## src/inc/fpd_cfg.svh

```systemverilog
`ifndef FPD_CFG_SVH
`define FPD_CFG_SVH

// Register indices; each register is one APB word at four times its index
`define FPD_ADDR_W 10
`define FPD_IDX_PDC 8'hC5
`define FPD_IDX_CW 8'hC6
`define FPD_OFS_PDC 10'h314
`define FPD_OFS_CW 10'h318
`define FPD_REG_W 16
`define FPD_RST_PDC 16'h0000
`define FPD_RST_CW 16'h0000

// Power-down control field positions
`define FPD_B_DEEP 15
`define FPD_B_QUICK 14
`define FPD_B_PREAMP 13
`define FPD_B_ATTAMP 12
`define FPD_B_PROF_HI 11
`define FPD_B_PROF_LO 10
`define FPD_B_QUIET 9
`define FPD_B_PDC_RSV 8
`define FPD_B_PAIR_HI 7
`define FPD_B_PAIR_LO 0
`define FPD_PAIRS 8
`define FPD_CHANS 16

// Continuous-wave register reserved bits
`define FPD_B_CW_RSV_HI 15
`define FPD_B_CW_RSV_LO 7

`endif

```

## src/inc/fpd_pkg.sv

```systemverilog
package fpd_pkg;
    typedef enum logic [1:0] {
        FPD_PROF_LOW_NOISE = 2'h0,
        FPD_PROF_LOW_POWER = 2'h1,
        FPD_PROF_MED_POWER = 2'h2,
        FPD_PROF_RESERVED = 2'h3
    } fpd_prof_e;

    typedef enum logic [2:0] {
        FPD_ST_IDLE = 3'h1,
        FPD_ST_SETUP = 3'h2,
        FPD_ST_ACCESS = 3'h4
    } fpd_state_e;

    typedef struct packed {
        fpd_state_e st;
        logic [15:0] pdc;
        logic [15:0] cw;
        logic [31:0] rdata;
        logic slverr;
    } fpd_state_s;

    typedef struct packed {
        logic [1:0] full_off;
        logic [1:0] quick_off;
        logic [1:0] preamp_off;
        logic [1:0] attenuator_amp_off;
        logic [1:0] quiet_input_option;
        logic [1:0] low_noise;
        logic [1:0] low_power;
        logic [1:0] med_power;
    } fpd_die_ctl_s;
endpackage : fpd_pkg

```

## src/rtl/fpd_decode.sv

```systemverilog
`timescale 1ns/10ps
`default_nettype none
`include "fpd_cfg.svh"

module fpd_decode (
    input wire logic [15:0] pdc,
    input wire logic die_offset,
    output fpd_pkg::fpd_die_ctl_s die_ctl,
    output logic [15:0] chan_off
);

    // Die 1 always follows; die 2 only when the offset is zero
    function automatic logic [1:0] fpd_spread(input logic en, input logic off);
        fpd_spread = {en & ~off, en};
    endfunction : fpd_spread

    logic [1:0] prof;

    always_comb begin
        prof = pdc[`FPD_B_PROF_HI:`FPD_B_PROF_LO];
        die_ctl.full_off = fpd_spread(pdc[`FPD_B_DEEP], die_offset);
        // Slow full power-down overrides the fast one
        die_ctl.quick_off = fpd_spread(pdc[`FPD_B_QUICK]
            & ~pdc[`FPD_B_DEEP], die_offset);
        die_ctl.preamp_off = fpd_spread(pdc[`FPD_B_PREAMP], die_offset);
        die_ctl.attenuator_amp_off =
            fpd_spread(pdc[`FPD_B_ATTAMP], die_offset);
        die_ctl.quiet_input_option =
            fpd_spread(pdc[`FPD_B_QUIET], die_offset);
        die_ctl.low_noise = fpd_spread(prof == fpd_pkg::FPD_PROF_LOW_NOISE,
            die_offset);
        die_ctl.low_power = fpd_spread(prof == fpd_pkg::FPD_PROF_LOW_POWER,
            die_offset);
        die_ctl.med_power = fpd_spread(prof == fpd_pkg::FPD_PROF_MED_POWER,
            die_offset);
        // Channel 2k+1 is the odd one (index 2k), 2k+2 the even one
        for (int k = 0; k < `FPD_PAIRS; k++) begin
            chan_off[2*k] = pdc[k] & ~die_offset;
            chan_off[2*k+1] = pdc[k];
        end
    end

endmodule : fpd_decode
`default_nettype wire

```

## src/rtl/fpd_regs.sv

```systemverilog
`timescale 1ns/10ps
`default_nettype none
`include "fpd_cfg.svh"

// What this block does
// - Deep sleep with offset zero fully powers down both gain dies.
// - Offset one confines every power-down control to the first die.
// - Deep sleep wins over quick sleep when both are set.
// - Deep and quick sleep never power down the converter channels.
// - Quick sleep partially powers down selected dies, keeping fast wake.
// - Preamp-off bit powers down only preamplifiers on selected dies.
// - Attenuator-amp bit powers down attenuator and gain stages on selected dies.
// - Profile 00 low-noise, 01 low-power, 10 medium-power, 11 reserved.
// - Profile applies to both dies, or first die only with offset one.
// - Quiet-input bit enables low-noise-figure mode on selected dies.
// - Pair bit k powers down channels 2k+1 and 2k+2.
// - With offset one a pair bit powers down only the even channel.
// - Channel-pair power-down leaves the converter channel running.

module fpd_regs (
    input wire logic pclk,
    input wire logic presetn,
    input wire logic clk_en,
    input wire logic psel,
    input wire logic penable,
    input wire logic pwrite,
    input wire logic [9:0] paddr,
    input wire logic [31:0] pwdata,
    input wire logic [3:0] pstrb,
    output logic [31:0] prdata,
    output logic pready,
    output logic pslverr,
    input wire logic die_offset,
    output logic [1:0] full_off,
    output logic [1:0] quick_off,
    output logic [1:0] preamp_off,
    output logic [1:0] attenuator_amp_off,
    output logic [1:0] quiet_input_option,
    output logic [1:0] low_noise,
    output logic [1:0] low_power,
    output logic [1:0] med_power,
    output logic [15:0] chan_off,
    output logic [15:0] converter_off,
    output logic [15:0] cw_path_config
);

    ////////////////////////////////////////////////////////////////////////
    fpd_pkg::fpd_state_s s_r;
    fpd_pkg::fpd_state_s s_nxt;
    fpd_pkg::fpd_die_ctl_s die_ctl;

    // Merge write data into a 16-bit register under the two low strobes
    function automatic logic [15:0] fpd_merge(input logic [15:0] old,
        input logic [15:0] wd, input logic [1:0] stb);
        fpd_merge = {stb[1] ? wd[15:8] : old[15:8],
            stb[0] ? wd[7:0] : old[7:0]};
    endfunction : fpd_merge

    function automatic logic fpd_hit(input logic [9:0] a);
        fpd_hit = (a == `FPD_OFS_PDC) || (a == `FPD_OFS_CW);
    endfunction : fpd_hit

    ////////////////////////////////////////////////////////////////////////
    always_comb begin
        s_nxt = s_r;
        case (s_r.st)
            fpd_pkg::FPD_ST_IDLE: begin
                if (psel && !penable) begin
                    s_nxt.st = fpd_pkg::FPD_ST_SETUP;
                end
            end
            fpd_pkg::FPD_ST_SETUP: begin
                // Access phase takes one cycle; data and error are ready then
                s_nxt.st = fpd_pkg::FPD_ST_ACCESS;
                s_nxt.slverr = !fpd_hit(paddr);
                s_nxt.rdata = '0;
                if (!pwrite && paddr == `FPD_OFS_PDC) begin
                    s_nxt.rdata = {16'h0000, s_r.pdc};
                end else if (!pwrite && paddr == `FPD_OFS_CW) begin
                    s_nxt.rdata = {16'h0000, s_r.cw};
                end
            end
            fpd_pkg::FPD_ST_ACCESS: begin
                // Write takes effect on the edge where pready is seen high
                if (pwrite && paddr == `FPD_OFS_PDC) begin
                    s_nxt.pdc = fpd_merge(s_r.pdc, pwdata[15:0],
                        pstrb[1:0]);
                end else if (pwrite && paddr == `FPD_OFS_CW) begin
                    s_nxt.cw = fpd_merge(s_r.cw, pwdata[15:0],
                        pstrb[1:0]);
                end
                s_nxt.st = (psel && !penable) ? fpd_pkg::FPD_ST_SETUP
                    : fpd_pkg::FPD_ST_IDLE;
            end
            default: begin
                s_nxt.st = fpd_pkg::FPD_ST_IDLE;
            end
        endcase
    end

    always_ff @(posedge pclk or negedge presetn) begin
        if (!presetn) begin
            s_r.st <= fpd_pkg::FPD_ST_IDLE;
            s_r.pdc <= `FPD_RST_PDC;
            s_r.cw <= `FPD_RST_CW;
            s_r.rdata <= 32'h00000000;
            s_r.slverr <= 1'b0;
        end else if (clk_en) begin
            s_r <= s_nxt;
        end
    end

    ////////////////////////////////////////////////////////////////////////
    // Held off while frozen, so a write is never acknowledged but dropped
    assign pready = (s_r.st == fpd_pkg::FPD_ST_ACCESS) && clk_en;
    assign prdata = s_r.rdata;
    assign pslverr = pready & s_r.slverr;
    assign cw_path_config = s_r.cw;

    fpd_decode u_decode (
        .pdc(s_r.pdc),
        .die_offset(die_offset),
        .die_ctl(die_ctl),
        .chan_off(chan_off)
    );

    assign full_off = die_ctl.full_off;
    assign quick_off = die_ctl.quick_off;
    assign preamp_off = die_ctl.preamp_off;
    assign attenuator_amp_off = die_ctl.attenuator_amp_off;
    assign quiet_input_option = die_ctl.quiet_input_option;
    assign low_noise = die_ctl.low_noise;
    assign low_power = die_ctl.low_power;
    assign med_power = die_ctl.med_power;
    // Nothing in this block may power down a converter channel
    assign converter_off = 16'h0000;
endmodule : fpd_regs
`default_nettype wire

```

## config.mk

```make
export PLATFORM = sky130hd
export DESIGN_NAME = fpd_regs
export DESIGN_NICKNAME = d
export VERILOG_FILES = /design/src/inc/fpd_pkg.sv /design/src/rtl/fpd_decode.sv /design/src/rtl/fpd_regs.sv
export VERILOG_INCLUDE_DIRS = /design/src /design/src/inc
export SDC_FILE = /design/constraint.sdc
export NUM_CORES = 1
export LEC_CHECK = 0
export ABC_CLOCK_PERIOD_IN_PS = 4900
export BUFFER_PORTS_ARGS = -buffer_cell sky130_fd_sc_hd__clkbuf_2
export CORE_MARGIN = 1.5
export CORE_UTILIZATION = 24
export DETAILED_ROUTE_END_ITERATION = 12
export GPL_TIMING_DRIVEN = 0
export PLACE_DENSITY_LB_ADDON = 0.2
export REMOVE_ABC_BUFFERS = 1
export SLEW_MARGIN = 15
export SYNTH_ARGS = -nofsm -noshare
export SYNTH_HDL_FRONTEND = slang
export SYNTH_SLANG_ARGS = --single-unit
```

## constraint.sdc

```tcl
create_clock -name pclk -period 4.9 [get_ports pclk]
set_clock_uncertainty 0.1 [all_clocks]
set_input_delay 0.49 -clock pclk [delete_from_list [all_inputs] [get_ports pclk]]
set_output_delay 0.49 -clock pclk [all_outputs]
set_load 0.01 [all_outputs]
```

==> impl_metrics.yaml, run 1 <==
synthesis:
  ys_seq_area_share_pct: 42.5
  synth-seq-cells: 52
  synthTopCellsByArea: "dfrtp_1 42%, buf_4 19%, mux2_4 16%, a221o_1 4.9%, nor2b_1 3.5%"
  synth_most_common_cell: "buf_4"
  ys_warn_count: 0
  synthFlopType: "dfrtp_1"
  synth_area_um2: 3070
  synthCells: 254
  synth_cell_types: 29
  synth_top_area_share_pct: 41.6
  avgSynthCellArea_um2: 12.1
  synthArstFlopShare_pct: 100
  post-synth-top-area-cell: "dfrtp_1"
  ys_top_cells_by_count: "78 x buf_4, 51 x dfrtp_1, 32 x mux2_4"
  synth_edf_count: 0
sta:
  period_minus_slack_ns: 2.78
  timing.final.hold_violations: 0
  setup_viol: 0
  slew-limit-headroom_pct: 24.4
  worst_pin_slew_ns: 1.13
  rsz0062_at_grt: "no"
  tns_ns: 0
  maxSlewViolCount: 0
  min_period_over_period_pct: 56.7
  fmax_mhz: 360
clocking:
  hold_buffers: 0
  clock_latency_ns: 0.29
  ctsHtreeMaxLevel: 2
  cts_root_buffer: "clkbuf_16"
  cts_tree: "built"
  cts.sinks: 52
  ctsResizeCount: 0
  path_clk_slew_ns: 0.07
  numCtsBuffers: 5
  clock_path_buffers: 2
  postCtsSetupBuffers: 0
die:
  dieArea_um2: 13500
  row_count: 41
  start_util_pct: 24.4
  die_width_um: 116
  core_um2: 12600
  ios: 151
  die_h_um: 116
min_path:
  hold_class: "in -> async"
final_layout:
  diodes: 0
  drive_above_1_share_pct: 47.8
  nets: 366
  synthToLayoutAreaGrowth_pct: 13.6
critical_path:
  crit_arrival_ns: 2.91
  critical_path_class: "reg -> reg"
  cp_cell_sequence: "nand2b_1, nand3b_1, nor4_4, buf_8, a221o_1"
  critPathBufInv: 1
  cp_max_fo: 22
  reg2reg_setup_slack_ns: 2.12
  startpoint_type: "flip-flop"
  crit_family: "simple AND/OR/NAND/NOR gates"
  critPathSlowestCell: "nor4_4"
  cp.required_ns: 5.03
  cp-end-kind: "flip-flop"
  crit_path_max_incr_delay_ns: 0.86
global_routing:
  grtUsageTotal_pct: 10.7
  grt_max_degree: 53
  grt_antenna_before_repair: 1
  grt_pass1_wl_um: 10500
  grt_pass1_vias: 1818
  gr-total-overflow: 0
drt:
  via_count: 1899
  route.detailed.drc: 0
  viasPerCell: 3.91
  routed_wl_um: 6980
  postRouteAntennaNets: 0
  drt_iter0_markers: 86
  dr.pass1.iters: 4
  wire_per_inst_um: 14.4
outcome:
  outcome: "finished clean"
pwr:
  fin_total_pwr_uw: 867
  p_leak_uw: 0.00181
  vdd_ir_drop_max_v: 0.000132
  cellPowerDensity_nw_per_um2: 249
placed_design:
  port_buffers: 100
  gp_congestion: 0.707
  dp.final_hpwl_um: 4960
run:
  drv_cap: 0
[sequential cells by signal (all words and copies together) (netlist names)]
| register | cells |
|---|---|
| cw_path_config | 16 |
| prdata | 16 |
| s_r | 20 |
[stage by stage]
stage | hold slack (ns) | area, µm² | cells | utilization (%) | worst slack (ns)
2_1_floorplan | 0.0944 | 2590 | 204 | - | 2.79
3_3_place_gp | 0.386 | 3300 | 476 | 26.3 | 1.66
3_5_place_dp | 0.396 | 3340 | 478 | 26.5 | 1.96
4_1_cts | 0.225 | 3490 | 486 | 27.7 | 2.02
5_1_grt | 0.265 | 3490 | 486 | 27.7 | 1.88
6_report | 0.192 | 3490 | 486 | 27.7 | 2.12
[cells in the final DEF (no fill, tap or decap), types with 2 or more instances in the layout]
cell,count
dfrtp_1,51
clkbuf_16,5
o21ai_1,2
nand2_1,2
and2_0,15
nor3_4,4
mux2_4,32
nand3_1,4
a221o_1,15
o22ai_1,2
buf_8,2
nand2b_1,4
a21oi_1,3
conb_1,32
nor4_4,2
nor2_1,4
nor2b_1,17
inv_1,4
clkbuf_2,99
[per-layer routing]
metal	up-vias	global-route usage (%)	wire, µm
met1	921	14.8	3400
met2	86	16.2	3100
met4	2	2.93	53
met5	-	0	13
met3	6	3.14	414
li1	884	-	-
[power by group]
part	leakage [µW]	total (µW)	internal [µW]	switching (µW)
Clock	0.0000701	364	204	160
Sequential	0.000721	443	437	5.59
Combinational	0.00102	60.7	18.9	41.8
[worst paths after layout]
path	start	end	cells after the start
setup reg to reg	s_r[65]$_DFFE_PN1P_	prdata[3]$_DFFE_PN0P_	5
hold reg to reg	s_r[0]$_DFFE_PN0P_	s_r[0]$_DFFE_PN0P_	2
setup / recovery	s_r[65]$_DFFE_PN1P_	prdata[3]$_DFFE_PN0P_	5
hold / removal	presetn	cw_path_config[14]$_DFFE_PN0P_	1
min in group pclk	pwdata[6]	s_r[55]$_DFFE_PN0P_	2
max in group asynchronous	presetn	prdata[1]$_DFFE_PN0P_	1
[kinds of logic (layout without fill, tap and decap cells)]
group / Yosys count / count (layout) / synth area share, %
other: 1 / 32 / 0.122
flip-flops: 52 / 52 / 42.5
multiplexers: 32 / 32 / 15.7
AO/OA/AOI/OAI: 23 / 23 / 6.36
buffers and inverters: 85 / 114 / 19.9
XOR/XNOR: 1 / 1 / 0.286
AND/OR/NAND/NOR: 60 / 60 / 15.2
[cell type report]
cell class | instances | area [µm²]
Fill cell | 1349 | 9080
Sequential cell | 52 | 1300
Multi-Input combinational cell | 148 | 1270
Timing Repair Buffer | 102 | 533
Tap cell | 172 | 215
Clock buffer | 7 | 143
Inverter | 4 | 15.0
Clock inverter | 1 | 7.51
No activity file was read; power rests on OpenSTA's default activity.
==> run 2: changes to the inputs <==
--- a/config.mk
+++ b/config.mk
@@ -6,7 +6,8 @@
 export SDC_FILE = /design/constraint.sdc
 export NUM_CORES = 1
 export LEC_CHECK = 0
-export ABC_CLOCK_PERIOD_IN_PS = 4900
+export ABC_AREA = 1
+export ABC_CLOCK_PERIOD_IN_PS = 2350
 export BUFFER_PORTS_ARGS = -buffer_cell sky130_fd_sc_hd__clkbuf_2
 export CORE_MARGIN = 1.5
 export CORE_UTILIZATION = 24
==> constraint.sdc (replaced) <==
create_clock -name pclk -period 2.35 [get_ports pclk]
set_clock_uncertainty 0.1 [all_clocks]
set_input_delay 0.235 -clock pclk [delete_from_list [all_inputs] [get_ports pclk]]
set_output_delay 0.235 -clock pclk [all_outputs]
set_load 0.01 [all_outputs]
==> impl_metrics.yaml, run 2 <==
critical_path:
  crit_arrival_ns: 2.28
  cp.required_ns: 2.47
  startpoint_type: "flip-flop"
  cp_max_fo: 23
  cp-end-kind: "flip-flop"
  critical_path_class: "reg -> reg"
global_routing:
  gr-total-overflow: 0
  grt_pass1_wl_um: 14400
  grt_max_degree: 52
  grt_antenna_before_repair: 0
  grt_pass1_vias: 2575
  grtUsageTotal_pct: 13.1
pwr:
  swShare_pct: 25.4
  seqPwrFrac_pct: 41.5
  power_frac_comb_pct: 12.4
  p_leak_uw: 0.00208
  fin_total_pwr_uw: 2310
  internal_power_uw: 1730
  clock_power_share_pct: 46.1
  cellPowerDensity_nw_per_um2: 619
  vdd_ir_drop_max_v: 0.000308
  switchingPower_uw: 587
synthesis:
  post-synth-top-area-cell: "dfrtp_1"
  ys_top_cells_by_count: "98 x nand2_1, 81 x buf_4, 61 x nand3_1"
  synthFlopType: "dfrtp_1"
  synth_most_common_cell: "nand2_1"
  synthArstFlopShare_pct: 100
  synthTopCellsByArea: "dfrtp_1 39%, buf_4 18%, nand2_1 11%, nand3_1 9.3%, inv_1 4.0%"
  synth_edf_count: 0
  ys_seq_area_share_pct: 39.6
  synth_area_um2: 3290
  ys_warn_count: 0
  synth_top_area_share_pct: 38.8
  avgSynthCellArea_um2: 7.92
  synthCells: 415
  synth-seq-cells: 52
  synth_cell_types: 26
die:
  row_count: 42
  core_um2: 13300
  ios: 151
  die_h_um: 120
  start_util_pct: 24.7
  dieArea_um2: 14400
  die_width_um: 120
placed_design:
  port_buffers: 100
  dp_slack_ns: -0.268
  gp_congestion: 0.721
  dp.final_hpwl_um: 6350
clocking:
  ctsHtreeMaxLevel: 2
  cts_root_buffer: "clkbuf_16"
  cts_tree: "built"
  path_clk_slew_ns: 0.07
  cts.sinks: 52
  postCtsSetupBuffers: 0
  clock_latency_ns: 0.29
  numCtsBuffers: 5
  clock_path_buffers: 2
drt:
  postRouteAntennaNets: 0
  via_count: 2678
  routed_wl_um: 9320
  viasPerCell: 4.16
  dr.pass1.iters: 4
  route.detailed.drc: 0
  wire_per_inst_um: 14.5
  drt_iter0_markers: 118
sta:
  period_minus_slack_ns: 2.16
  slew-limit-headroom_pct: 26.6
  worst_pin_slew_ns: 1.10
  rsz0062_at_grt: "no"
  timing.final.hold_violations: 0
  fin_hold_ws_ns: 0.0864
  fin_ws_ns: 0.193
  min_period_over_period_pct: 91.8
  maxSlewViolCount: 0
  setup_viol: 0
  fmax_mhz: 464
final_layout:
  diodes: 0
  final_common_cell: "clkbuf_2"
  largest_register: "s_r"
  largest_register_ff_count: 20
  mostFrequentLayoutCells: "99 x clkbuf_2, 98 x nand2_1, 61 x nand3_1"
  n_fill_cell: 1485
  nets: 519
  synthToLayoutAreaGrowth_pct: 13.7
  drive_above_1_share_pct: 28.1
run:
  drv_cap: 0
outcome:
  outcome: "finished clean"
min_path:
  hold_class: "in -> reg"
run 2: cell types whose count changed after synthesis, moves of 15 or more:
cell	delta
inv_1	+31
nor2_1	+27
mux2_4	-32
nand2_1	+96
nor2b_1	-17
a221o_1	-15
nand4_1	+17
nand3_1	+57
and2_0	-15
run 2: power groups by stage:
stage / Combinational (µW) / Clock (µW) / Sequential (µW)
2_1_floorplan: 163 / 0 / 970
3_3_place_gp: 275 / 0 / 973
3_5_place_dp: 285 / 0 / 975
4_1_cts: 294 / 1090 / 960
5_1_grt: 329 / 1130 / 964
6_report: 287 / 1070 / 959
run 2: cell type report:
class / instances / area (µm²) / area share (%)
inverters: 38 / 144 / 3.85
well taps: 176 / 220 / 5.89
repair buffers: 102 / 541 / 14.5
clock buffers: 5 / 125 / 3.35
multi-input cells: 267 / 1320 / 35.2
flip-flops and latches: 52 / 1300 / 34.8
clock inverters: 3 / 90.1 / 2.41
run 2: timing repair:
item                                   CTS  global route
hold buffers                             1             0
resized for setup                        1             1
endpoints found under the hold margin   51             0
setup endpoints to repair               15            11
run 2: routing by layer:
layer / vias to the layer above / global-route usage (%) / share of wire, %
met5: - / 0 / 0
met4: 0 / 2.46 / 0.49
met3: 4 / 2.38 / 5.8
met2: 88 / 22.1 / 48
met1: 1272 / 17.7 / 46
li1: 1314 / - / -
run 2: final timing paths:
kind                                        from                             end  slack [ns]  cells past startpoint
min                                    pwdata[3]             s_r[52]$_DFFE_PN0P_        0.09                      3
max in group asynchronous                presetn             s_r[65]$_DFFE_PN1P_        1.45                      3
max reg2reg                  s_r[67]$_DFFE_PN0P_          prdata[14]$_DFFE_PN0P_        0.19                      7
max                          s_r[67]$_DFFE_PN0P_          prdata[14]$_DFFE_PN0P_        0.19                      7
min reg2reg                prdata[0]$_DFFE_PN0P_           prdata[0]$_DFFE_PN0P_        0.38                      2
min in group asynchronous                presetn  cw_path_config[11]$_DFFE_PN0P_        0.19                      2
run 2: per-stage QoR:
stage	cell area [µm²]	std cells	TNS, ns	util, %
5_1_grt	3740	643	0	28.1
3_5_place_dp	3500	634	-3.21	26.4
4_1_cts	3740	643	0	28.1
3_3_place_gp	3470	633	-3.01	26.1
2_1_floorplan	2750	357	0	-
6_report	3740	643	0	28.1
run 2: critical path, cell delays in order (launching register included):
cell	delay, ns
dfrtp_1	0.37
inv_1	0.18
nand4_4	0.41
clkinv_2	0.40
nand2_1	0.14
inv_2	0.26
nand3_1	0.12
nand3_1	0.10
run 2: logic make-up (layout without fill, tap and decap cells):
| logic type | count (synthesis) | in the layout | synth area share [%] |
|---|---|---|---|
| AND/OR/NAND/NOR | 230 | 230 | 34.9 |
| flip-flops | 52 | 52 | 39.6 |
| other | 1 | 32 | 0.114 |
| buffers and inverters | 127 | 148 | 24.1 |
| AO/OA/AOI/OAI | 5 | 5 | 1.22 |
